[src/verilog/tacc_defines.vh]
// constants for the thermal alarm configuration block
// included by tacc_core.v; holds definitions only
`ifndef TACC_DEFINES_VH
`define TACC_DEFINES_VH

// register pointer of the configuration word
`define TACC_CFG_ADDR 8'h01
`define TACC_CFG_RESET 16'h0000

// configuration field positions
`define TACC_HYST_HI 10
`define TACC_HYST_LO 9
`define TACC_SHUT_BIT 8
`define TACC_CLOCK_BIT 7
`define TACC_WLOCK_BIT 6
`define TACC_CLEAR_BIT 5
`define TACC_STAT_BIT 4
`define TACC_OE_BIT 3
`define TACC_CRIT_ONLY_BIT 2
`define TACC_POL_BIT 1
`define TACC_MODE_BIT 0

// hysteresis codes and amounts in temperature lsbs of 0.0625 degC
`define TACC_HYST_OFF 2'h0
`define TACC_HYST_1P5 2'h1
`define TACC_HYST_3 2'h2
`define TACC_HYST_6 2'h3
`define TACC_HYS_1P5_LSB 14'h0018
`define TACC_HYS_3_LSB 14'h0030
`define TACC_HYS_6_LSB 14'h0060

`endif

[src/verilog/tacc_core.v]
// configuration register and alert control of a module temperature sensor
// assumes a serial-bus front end that turns transfers into one-cycle
// register strobes, and a converter that delivers 13-bit signed samples.
`timescale 1ns/1ps
`include "tacc_defines.vh"

module tacc_core (
  // clock and power-on reset
  input wire core_clk,
  input wire nrst,
  // register strobes from the serial front end
  input wire [7:0] reg_addr,
  input wire reg_wr,
  input wire [15:0] reg_wdata,
  input wire reg_rd,
  output reg [15:0] reg_rdata,
  // conversion results and trip values, 13-bit two's complement
  input wire temp_valid,
  input wire [12:0] temp_value,
  input wire [12:0] upper_trip,
  input wire [12:0] lower_trip,
  input wire [12:0] crit_trip,
  // trip status for the temperature read-back word
  output reg above_window,
  output reg below_window,
  output reg above_crit,
  // controls seen by the converter and trip registers
  output reg sensor_shutdown,
  output reg crit_trip_locked,
  output reg window_trip_locked,
  // open-drain alert pin
  output reg alert_out,
  output reg alert_oe
);

  reg [1:0] hyst_sel_reg;
  reg shutdown_reg;
  reg crit_lock_reg;
  reg win_lock_reg;
  reg out_en_reg;
  reg crit_only_reg;
  reg pol_reg;
  reg mode_reg;
  reg above_reg;
  reg below_reg;
  reg crit_reg;
  reg cond_d_reg;
  reg latch_reg;

  // next values of the configuration fields and the interrupt latch
  reg [1:0] hyst_sel_next;
  reg shutdown_next;
  reg crit_lock_next;
  reg win_lock_next;
  reg out_en_next;
  reg crit_only_next;
  reg pol_next;
  reg mode_next;
  reg latch_next;
  reg cond_rise;
  reg [15:0] cfg_word;

  reg [13:0] hys_amt;
  reg above_next;
  reg below_next;
  reg crit_next;
  reg cond;
  reg asserted;
  reg pin_low;
  wire locked;
  wire cfg_wr;
  wire [13:0] t_s;
  wire [13:0] up_s;
  wire [13:0] lo_s;
  wire [13:0] cr_s;
  wire [13:0] up_h;
  wire [13:0] lo_h;
  wire [13:0] cr_h;
  wire [38:0] trips_all;
  wire [41:0] trips_s;
  wire [41:0] trips_h;
  wire sample_ok;
  wire cfg_rd;
  wire clear_req;
  // comparison results for the sample being taken
  wire over_upper;
  wire clear_upper;
  wire reach_lower;
  wire set_lower;
  wire reach_crit;
  wire clear_crit;

  assign locked = crit_lock_reg | win_lock_reg;
  // a locked field is simply skipped, so the bus transfer still completes
  assign cfg_wr = reg_wr & (reg_addr == `TACC_CFG_ADDR);

  // strobe decode and the sample qualifier
  assign cfg_rd = reg_rd & (reg_addr == `TACC_CFG_ADDR);
  assign clear_req = cfg_wr & reg_wdata[`TACC_CLEAR_BIT];
  assign sample_ok = temp_valid & ~shutdown_reg;

  // sign-extend by one bit so subtracting six degrees cannot wrap
  assign t_s = {temp_value[12], temp_value};
  assign trips_all = {crit_trip, lower_trip, upper_trip};

  // each trip gets the same sign extension and hysteresis subtractor;
  // slot 0 is the upper, slot 1 the lower and slot 2 the critical trip
  genvar k;
  generate
    for (k = 0; k < 3; k = k + 1) begin : g_trip
      wire [12:0] trip_raw;
      assign trip_raw = trips_all[13*k +: 13];
      assign trips_s[14*k +: 14] = {trip_raw[12], trip_raw};
      assign trips_h[14*k +: 14] = trips_s[14*k +: 14] - hys_amt;
    end
  endgenerate

  assign up_s = trips_s[13:0];
  assign lo_s = trips_s[27:14];
  assign cr_s = trips_s[41:28];
  assign up_h = trips_h[13:0];
  assign lo_h = trips_h[27:14];
  assign cr_h = trips_h[41:28];

  // comparisons are signed, so trips below zero behave as temperatures do
  assign over_upper = $signed(t_s) > $signed(up_s);
  assign clear_upper = $signed(t_s) <= $signed(up_h);
  assign reach_lower = $signed(t_s) >= $signed(lo_s);
  assign set_lower = $signed(t_s) <= $signed(lo_h);
  assign reach_crit = $signed(t_s) >= $signed(cr_s);
  assign clear_crit = $signed(t_s) < $signed(cr_h);

  always @* begin
    case (hyst_sel_reg)
      `TACC_HYST_1P5: hys_amt = `TACC_HYS_1P5_LSB;
      `TACC_HYST_3: hys_amt = `TACC_HYS_3_LSB;
      `TACC_HYST_6: hys_amt = `TACC_HYS_6_LSB;
      default: hys_amt = 14'h0000;
    endcase
  end

  // window and critical tracking with hysteresis; between the two thresholds
  // a flag keeps its old value, which is what makes the band sticky
  always @* begin
    above_next = above_reg;
    below_next = below_reg;
    crit_next = crit_reg;
    if (sample_ok) begin
      if (over_upper) begin
        above_next = 1'b1;
      end else if (clear_upper) begin
        above_next = 1'b0;
      end
      // at equality with no hysteresis the clear condition takes priority
      if (reach_lower) begin
        below_next = 1'b0;
      end else if (set_lower) begin
        below_next = 1'b1;
      end
      if (reach_crit) begin
        crit_next = 1'b1;
      end else if (clear_crit) begin
        crit_next = 1'b0;
      end
    end
  end

  // alert condition and pin drive
  always @* begin
    if (crit_only_reg) begin
      cond = crit_next;
    end else begin
      cond = above_next | below_next | crit_next;
    end
    if (mode_reg) begin
      asserted = latch_reg;
    end else begin
      asserted = cond;
    end
    // open drain: the pin is pulled low for the active-low asserted state
    // or for the active-high idle state; disabled output stays released
    pin_low = out_en_reg & (asserted ^ pol_reg);
  end

  always @(posedge core_clk or negedge nrst) begin
    if (!nrst) begin
      hyst_sel_reg <= `TACC_HYST_OFF;
      shutdown_reg <= 1'b0;
      crit_lock_reg <= 1'b0;
      win_lock_reg <= 1'b0;
      out_en_reg <= 1'b0;
      crit_only_reg <= 1'b0;
      pol_reg <= 1'b0;
      mode_reg <= 1'b0;
    end else begin
      // the flops only load next values; every decision sits in the block below
      hyst_sel_reg <= hyst_sel_next;
      shutdown_reg <= shutdown_next;
      crit_lock_reg <= crit_lock_next;
      win_lock_reg <= win_lock_next;
      out_en_reg <= out_en_next;
      crit_only_reg <= crit_only_next;
      pol_reg <= pol_next;
      mode_reg <= mode_next;
    end
  end

  // configuration next state; locked fields keep their value so a mixed
  // write still completes on the bus and only the open fields move
  always @* begin
    hyst_sel_next = hyst_sel_reg;
    shutdown_next = shutdown_reg;
    crit_lock_next = crit_lock_reg;
    win_lock_next = win_lock_reg;
    out_en_next = out_en_reg;
    crit_only_next = crit_only_reg;
    pol_next = pol_reg;
    mode_next = mode_reg;

    if (cfg_wr) begin
      if (!locked) begin
        hyst_sel_next = reg_wdata[`TACC_HYST_HI:`TACC_HYST_LO];
        out_en_next = reg_wdata[`TACC_OE_BIT];
        crit_only_next = reg_wdata[`TACC_CRIT_ONLY_BIT];
        pol_next = reg_wdata[`TACC_POL_BIT];
        mode_next = reg_wdata[`TACC_MODE_BIT];
      end
      // clearing shutdown is always allowed, setting it only while open
      if (!reg_wdata[`TACC_SHUT_BIT] || !locked) begin
        shutdown_next = reg_wdata[`TACC_SHUT_BIT];
      end
      // lock bits are sticky: a written zero never clears them
      if (reg_wdata[`TACC_CLOCK_BIT]) begin
        crit_lock_next = 1'b1;
      end
      if (reg_wdata[`TACC_WLOCK_BIT]) begin
        win_lock_next = 1'b1;
      end
    end
  end

  always @(posedge core_clk or negedge nrst) begin
    if (!nrst) begin
      above_reg <= 1'b0;
      below_reg <= 1'b0;
      crit_reg <= 1'b0;
      cond_d_reg <= 1'b0;
      latch_reg <= 1'b0;
    end else begin
      above_reg <= above_next;
      below_reg <= below_next;
      crit_reg <= crit_next;
      cond_d_reg <= cond;
      latch_reg <= latch_next;
    end
  end

  // interrupt latch: a new event in the clearing cycle wins over the clear,
  // and leaving interrupt mode drops whatever was pending
  always @* begin
    cond_rise = cond & ~cond_d_reg;
    latch_next = latch_reg;
    if (mode_reg && cond_rise && !shutdown_reg) begin
      latch_next = 1'b1;
    end else if (clear_req && mode_reg) begin
      latch_next = 1'b0;
    end else if (!mode_reg) begin
      latch_next = 1'b0;
    end
  end

  // read-back image; the clear bit is write-only and always reads zero, and
  // the status bit is not stored, so writing it has no effect
  always @* begin
    cfg_word = `TACC_CFG_RESET;
    cfg_word[`TACC_HYST_HI:`TACC_HYST_LO] = hyst_sel_reg;
    cfg_word[`TACC_SHUT_BIT] = shutdown_reg;
    cfg_word[`TACC_CLOCK_BIT] = crit_lock_reg;
    cfg_word[`TACC_WLOCK_BIT] = win_lock_reg;
    cfg_word[`TACC_CLEAR_BIT] = 1'b0;
    cfg_word[`TACC_STAT_BIT] = out_en_reg & asserted;
    cfg_word[`TACC_OE_BIT] = out_en_reg;
    cfg_word[`TACC_CRIT_ONLY_BIT] = crit_only_reg;
    cfg_word[`TACC_POL_BIT] = pol_reg;
    cfg_word[`TACC_MODE_BIT] = mode_reg;
  end

  // registered outputs; status and control copies take the next values so
  // that each port changes at the same edge as the state behind it
  always @(posedge core_clk or negedge nrst) begin
    if (!nrst) begin
      reg_rdata <= 16'h0000;
      above_window <= 1'b0;
      below_window <= 1'b0;
      above_crit <= 1'b0;
      sensor_shutdown <= 1'b0;
      crit_trip_locked <= 1'b0;
      window_trip_locked <= 1'b0;
      alert_out <= 1'b0;
      alert_oe <= 1'b0;
    end else begin
      if (cfg_rd) begin
        reg_rdata <= cfg_word;
      end else if (reg_rd) begin
        reg_rdata <= 16'h0000;
      end
      above_window <= above_next;
      below_window <= below_next;
      above_crit <= crit_next;
      sensor_shutdown <= shutdown_next;
      crit_trip_locked <= crit_lock_next;
      window_trip_locked <= win_lock_next;
      // open-drain data is always low; only the enable moves the pin
      alert_out <= 1'b0;
      alert_oe <= pin_low;
    end
  end

endmodule // tacc_core

[config.mk]
export PLATFORM = sky130hd
export DESIGN_NAME = tacc_core
export DESIGN_NICKNAME = d
export VERILOG_FILES = /design/src/verilog/tacc_core.v
export VERILOG_INCLUDE_DIRS = /design/src /design/src/verilog
export SDC_FILE = /design/constraint.sdc
export NUM_CORES = 1
export LEC_CHECK = 0
export BUFFER_PORTS_ARGS = -buffer_cell sky130_fd_sc_hd__buf_2
export CAP_MARGIN = 20
export CORE_MARGIN = 10
export CORE_UTILIZATION = 37
export CTS_CLUSTER_DIAMETER = 50
export DETAILED_ROUTE_END_ITERATION = 8
export PLACE_DENSITY = 0.59
export SKIP_LAST_GASP = 1
export SLEW_MARGIN = 20
export SYNTH_ARGS = -nofsm -noshare
export SYNTH_HDL_FRONTEND = slang
export SYNTH_SLANG_ARGS = --single-unit
[constraint.sdc]
create_clock -name core_clk -period 5.51 [get_ports core_clk]
set_input_delay 0.2755 -clock core_clk [delete_from_list [all_inputs] [get_ports core_clk]]
set_output_delay 0.2755 -clock core_clk [all_outputs]
set_load 0.01 [all_outputs]
==> impl_metrics.ini, run 1 <==
[clock_network]
cts_tree = yes
cts_resized = 0
cts_setup_buffers = 0
clockRootBuffer = clkbuf_8
cts-buffers-inserted = 3
clockBufferDepth = 2
cts.sink_count = 25
htreeDepth = 1
clk_pin_slew_ps = 80
holdBufCountCts = 0
worstSkewPairLatency_ps = 270

[sta]
setup_viol = 0
post-route-period-util_pct = 83.5
fin_tns_setup_ps = 0
fin_skew_ps = 2.78
fmax_mhz = 217
hold_viol = 25
relSlewSlack_pct = 59.9
hold_slack_ps = -9.42
slew_viol_final = 0
worstMarginPinSlew_ps = 596
finalCriticalPeriod_ps = 4600
rsz0062_at_grt = false

[pwr]
p_sw_share_pct = 36.8
pwr-share-seq_pct = 34.9
p_comb_share_pct = 45.7
vdd_drop_max_uv = 155
pwr-share-clk_pct = 19.3
switchingPower_uw = 205
cellPowerDensity_mw_per_mm2 = 130
p_int_uw = 352
leakage_uw = 0.00222

[synthesis]
synth.cell_area_mm2 = 0.00365
synth-edff-count = 0
synth_top_flop_cell = dfrtp_1
ys_types = 57
yosysTopAreaCellShare_pct = 30.1
yosys.area.top_type = ha_1
syn-instance-count = 438
synth_seq_cells = 25
synth_area_leaders = ha_1, dfrtp_1, inv_1, xnor2_1, a21oi_1
syn_avg_cell_area_um2 = 8.34
ys_warn_count = 0
async_reset_ff_share_pct = 100
yosysSeqAreaShare_pct = 17.1

[final_layout]
drive_above_1_share_pct = 19.7
area_growth_pct = 17.1
fin_area_mm2 = 0.00428
largest_reg_flops = 10
register_area_um2 = 626
antenna_cells = 0
multi_input_area_mm2 = 0.00273
fin_util_pct = 44.2
num-fill-cells = 1017
nets = 702

[setup_path]
endpoint_kind = flop
crit_fanout = 6
rr_worst_depth = 17
cp_cell_sequence = inv_1, ha_1, inv_1, ha_1, a21o_1, a21o_1, a211oi_1, nand3_1, xnor2_1, ha_1, nand4_1, nor3_1, o31ai_1, a221o_1, a31oi_1, nor3_1, o41ai_1
cpMaxStageDelayCell = a211oi_1
cp.required_ps = 5670
r2r-start = hyst_sel_reg[0]$_DFFE_PN0P_
path_delay_family = compound AO/OA/AOI/OAI gates
rrSetupSlack_ps = 910
critPathBufInv = 2
reg2reg_to = latch_reg$_DFFE_PN0P_
critPathKind = flop to flop
cp_slowest_stage_delay_ps = 450
cp-start-kind = flop
critPathArrivalTime_ps = 4760
cp_common_cell = ha_1

[routing]
num_vias = 3448
first_pass_iters = 4
drt_iter0_drc = 203
routedWlPerCell_um = 15.8
routed.top_layer = met4
antenna_left = 0
drt_wl_total_um = 10500
routed-wl-met3_um = 527
wl_met2_um = 4990
routed_via_density = 5.21
met1Wirelength_um = 4900
drc = 0

[global_routing]
grt_use_total_pct = 14.6
grt_max_degree = 26
grt_pass1_wl_um = 17500
grt_overflow = 0
antenna_found_initial = 0
grt_pass1_vias = 3644

[floorplan]
pin_count = 105
die_w_um = 119
initial_utilization_pct = 37.7
rows = 36
core_area_mm2 = 0.00968
die_y_um = 119
die_area_mm2 = 0.0143

[placement]
globalplace.congestion = 0.907
io_buffers = 91
place_hpwl_um = 9150
placed_cell_area_mm2 = 0.00424

[flow_run]
cap_violations = 0

[min_path]
min_path_type = input port to async pin

[status]
outcome = finished, violations left
violations = negative hold slack
cell type report:
cell class / count / share of cell area (%)
Clock buffer: 4 / 1.05
Inverter: 68 / 5.96
Timing Repair Buffer: 91 / 10.6
Sequential cell: 25 / 14.6
Tap cell: 133 / 3.89
Multi-Input combinational cell: 341 / 63.8
kinds of logic after synthesis:
| logic type | after synthesis | synth area share, % |
|---|---|---|
| buffers and inverters | 78 | 8.73 |
| XOR/XNOR | 21 | 5.03 |
| AND/OR/NAND/NOR | 115 | 16.9 |
| AO/OA/AOI/OAI | 101 | 18.5 |
| flip-flops | 25 | 17.1 |
| multiplexers | 6 | 1.85 |
| other | 1 | 0.103 |
| adder cells (fa/ha/maj) | 91 | 31.8 |
layer usage:
metal	global-route usage (%)	up-vias
met4	1.58	0
met2	25.3	71
met5	0	-
met3	3.35	6
li1	-	1760
met1	18.5	1611
per-stage QoR:
stage               worst slack [ps]  hold slack [ps]  instances  total power, µW
floorplan                       1580            -20.1        444              363
global placement                 977              298        658              445
detailed placement               905              305        658              454
CTS                              875             4.36        662              564
global route                     549             20.6        662              607
finish                           908            -9.42        662              557
placed cells by master (no fill, tap or decap), types with 3 or more instances in the layout:
cell      Yosys  routed
xnor2_1      20      20
inv_1        67      67
nor3_1        8       8
nand3_1      21      21
o21ai_1       3       3
dfrtp_1      25      25
nand2b_1      5       5
a31oi_1       3       3
mux2_2        6       6
o31ai_1       3       3
ha_1         88      88
nand2_1      19      19
o21ai_0      19      19
nor2_1       19      19
o211ai_1      3       3
nor4_1        7       7
a211oi_1      4       4
conb_1        1       7
clkbuf_8      0       3
fa_1          3       3
buf_2         0      91
a21oi_1      25      25
or3_1         3       3
and4_1        4       4
nor2b_1       8       8
nand4_1      10      10
a21o_1       13      13
cells in the mapped netlist, types with 3 or more instances:
library cell  instances
xnor2_1              20
mux2_2                6
nand2_1              19
or3_1                 3
nor4_1                7
nand3_1              21
o21ai_1               3
a31oi_1               3
a21oi_1              25
a211oi_1              4
nand4_1              10
nor3_1                8
o21ai_0              19
inv_1                67
nand2b_1              5
o211ai_1              3
a21o_1               13
ha_1                 88
o31ai_1               3
clkbuf_1              3
nor2_1               19
nor2b_1               8
buf_4                 7
fa_1                  3
dfrtp_1              25
and4_1                4
how the worst max path moves through the flow:
stage | start | endpoint | slack (ps) | cells after the start
3_3_place_gp | hyst_sel_reg[0]$_DFFE_PN0P_ | latch_reg$_DFFE_PN0P_ | 980 | 17
4_1_cts | hyst_sel_reg[0]$_DFFE_PN0P_ | latch_reg$_DFFE_PN0P_ | 880 | 17
3_5_place_dp | hyst_sel_reg[0]$_DFFE_PN0P_ | latch_reg$_DFFE_PN0P_ | 900 | 17
6_report | hyst_sel_reg[0]$_DFFE_PN0P_ | latch_reg$_DFFE_PN0P_ | 910 | 17
5_1_grt | hyst_sel_reg[0]$_DFFE_PN0P_ | latch_reg$_DFFE_PN0P_ | 550 | 17
2_1_floorplan | hyst_sel_reg[0]$_DFFE_PN0P_ | latch_reg$_DFFE_PN0P_ | 1580 | 17
power by group through the flow:
stage	Combinational [µW]	Sequential [µW]	Clock [µW]
after global routing	293	196	118
after detailed placement	255	198	0
after global placement	247	198	0
after CTS	256	195	113
after floorplan	165	198	0
final	255	195	108
(Power assumes the default switching activity.)
==> run 2, diff against run 1 <==
clock period = 4.7 ns   (was 5.51 ns; I/O delays follow)
==> run 2 against run 1 <==
Compared with the run above: the flow now finishes without violations; via count fell by 0.38%; clock power is 18% higher; die area unchanged; clock skew up 5.0 ps; count of clock-buffer cells in the layout down 1; core utilization up 0.56 points; critical path type unchanged.
==> impl_metrics.ini, run 2 (synthesized netlist as in run 1, its figures left out) <==
[status]
outcome = completed

[placement]
place_hpwl_um = 9070
globalplace.congestion = 0.925
io_buffers = 91

[global_routing]
antenna_found_initial = 0
grt_overflow = 0
grt_pass1_wl_um = 17300
grt_max_degree = 26
grt_use_total_pct = 14.4
grt_pass1_vias = 3683

[clock_network]
worstSkewPairLatency_ps = 270
cts_tree = yes
clockBufferDepth = 2
cts-buffers-inserted = 3
clk_pin_slew_ps = 90
htreeDepth = 1
cts.sink_count = 25
clockRootBuffer = clkbuf_8

[setup_path]
cp-start-kind = flop
rrSetupSlack_ps = 390
path_delay_family = compound AO/OA/AOI/OAI gates
r2r-start = hyst_sel_reg[0]$_DFFE_PN0P_
startpoint = hyst_sel_reg[0]$_DFFE_PN0P_
critPathBufInv = 2
critPathCapture = latch_reg$_DFFE_PN0P_
critical_path_depth = 17
cp_cell_sequence = inv_1, ha_1, clkinvlp_4, ha_1, a21o_1, a21o_1, a211oi_2, nand3_1, xnor2_1, ha_1, nand4_1, nor3_1, o31ai_1, a221o_1, a31oi_2, nor3_1, o41ai_1
cp_common_cell = ha_1
rr_worst_depth = 17
cp_slowest_stage_delay_ps = 420
crit_fanout = 6
endpoint_kind = flop
cp.required_ps = 4870
critPathArrivalTime_ps = 4480
critPathKind = flop to flop
cpMaxStageDelayCell = dfrtp_1
reg2reg_to = latch_reg$_DFFE_PN0P_

[floorplan]
rows = 36
core_area_mm2 = 0.00968
die_y_um = 119
die_w_um = 119
die_area_mm2 = 0.0143
initial_utilization_pct = 37.7
pin_count = 105

[final_layout]
drive_above_1_share_pct = 21.0
area_growth_pct = 18.6
largest_reg_flops = 10
antenna_cells = 0
final_cell_mix = buf_2, ha_1, inv_1, a21oi_1, dfrtp_1
final_common_cell = buf_2
nets = 706

[routing]
drt_iter0_drc = 117
routedWlPerCell_um = 15.8
drt_wl_total_um = 10600
antenna_left = 0
num_vias = 3435
drc = 0
first_pass_iters = 4
routed_via_density = 5.16

[sta]
worstMarginPinSlew_ps = 644
rsz0062_at_grt = true
finalCriticalPeriod_ps = 4310
setup_viol = 0
relSlewSlack_pct = 55.9
fin_tns_setup_ps = 0
post-route-period-util_pct = 91.7
hold_viol = 0
slew_viol_final = 0
fmax_mhz = 232
fin_skew_ps = 7.75
hold_slack_ps = 171

[min_path]
hold_path_depth = 2
min_path_type = input port to flop

[pwr]
vdd_drop_max_uv = 143
cellPowerDensity_mw_per_mm2 = 152
leakage_uw = 0.00224

[flow_run]
cap_violations = 0
==> run 2: worst min-delay path by stage <==
| stage | from | to | slack [ps] |
|---|---|---|---|
| after floorplan | nrst | above_crit$_DFF_PN0_ | -60 |
| after global placement | nrst | reg_rdata[3]$_DFFE_PN0P_ | 260 |
| after detailed placement | nrst | reg_rdata[3]$_DFFE_PN0P_ | 260 |
| after CTS | reg_wdata[7] | crit_trip_locked$_DFFE_PN0P_ | 170 |
| after global routing | reg_wdata[9] | hyst_sel_reg[0]$_DFFE_PN0P_ | 180 |
| final | reg_wdata[6] | window_trip_locked$_DFFE_PN0P_ | 170 |
==> run 2: layout make-up <==
| type | count | area (µm²) |
|---|---|---|
| clock buffer | 3 | 41.3 |
| clock inverter | 1 | 5.00 |
| fill | 1006 | 5350 |
| inverter | 68 | 259 |
| multi-input combinational | 341 | 2750 |
| sequential | 25 | 626 |
| tap | 133 | 166 |
| timing repair buffer | 95 | 488 |
==> run 2: what timing repair did <==
item	in CTS	in global routing
hold buffers	1	0
setup endpoints to repair	0	4
endpoints found under the hold margin	25	0
resized for setup	0	5
setup buffers	0	0
==> run 2: per-layer routing <==
metal	part of all wire [%]	up-vias	track usage (%)
met4	1.8	0	3.09
li1	-	1765	-
met5	0	-	0
met2	46	78	24.5
met1	46	1578	18.3
met3	5.7	14	2.98
==> run 2: stage by stage <==
step / setup slack, ps / power [µW] / instances / area (µm²) / utilization (%)
after floorplan: 772 / 426 / 444 / 3680 / -
after global placement: 265 / 522 / 661 / 4260 / 44.0
after detailed placement: 135 / 532 / 661 / 4260 / 44.0
after CTS: 138 / 662 / 666 / 4310 / 44.5
after global routing: -15.1 / 719 / 666 / 4330 / 44.8
final: 389 / 659 / 666 / 4330 / 44.8
==> run 2: report_power, final <==
group / total, µW / switching [µW] / internal [µW] / leakage [µW]
sequential: 228 / 6.85 / 221 / 0.000331
clock: 127 / 67.6 / 59.3 / 0.0000255
combinational: 303 / 170 / 134 / 0.00188
total: 659 / 244 / 414 / 0.00224
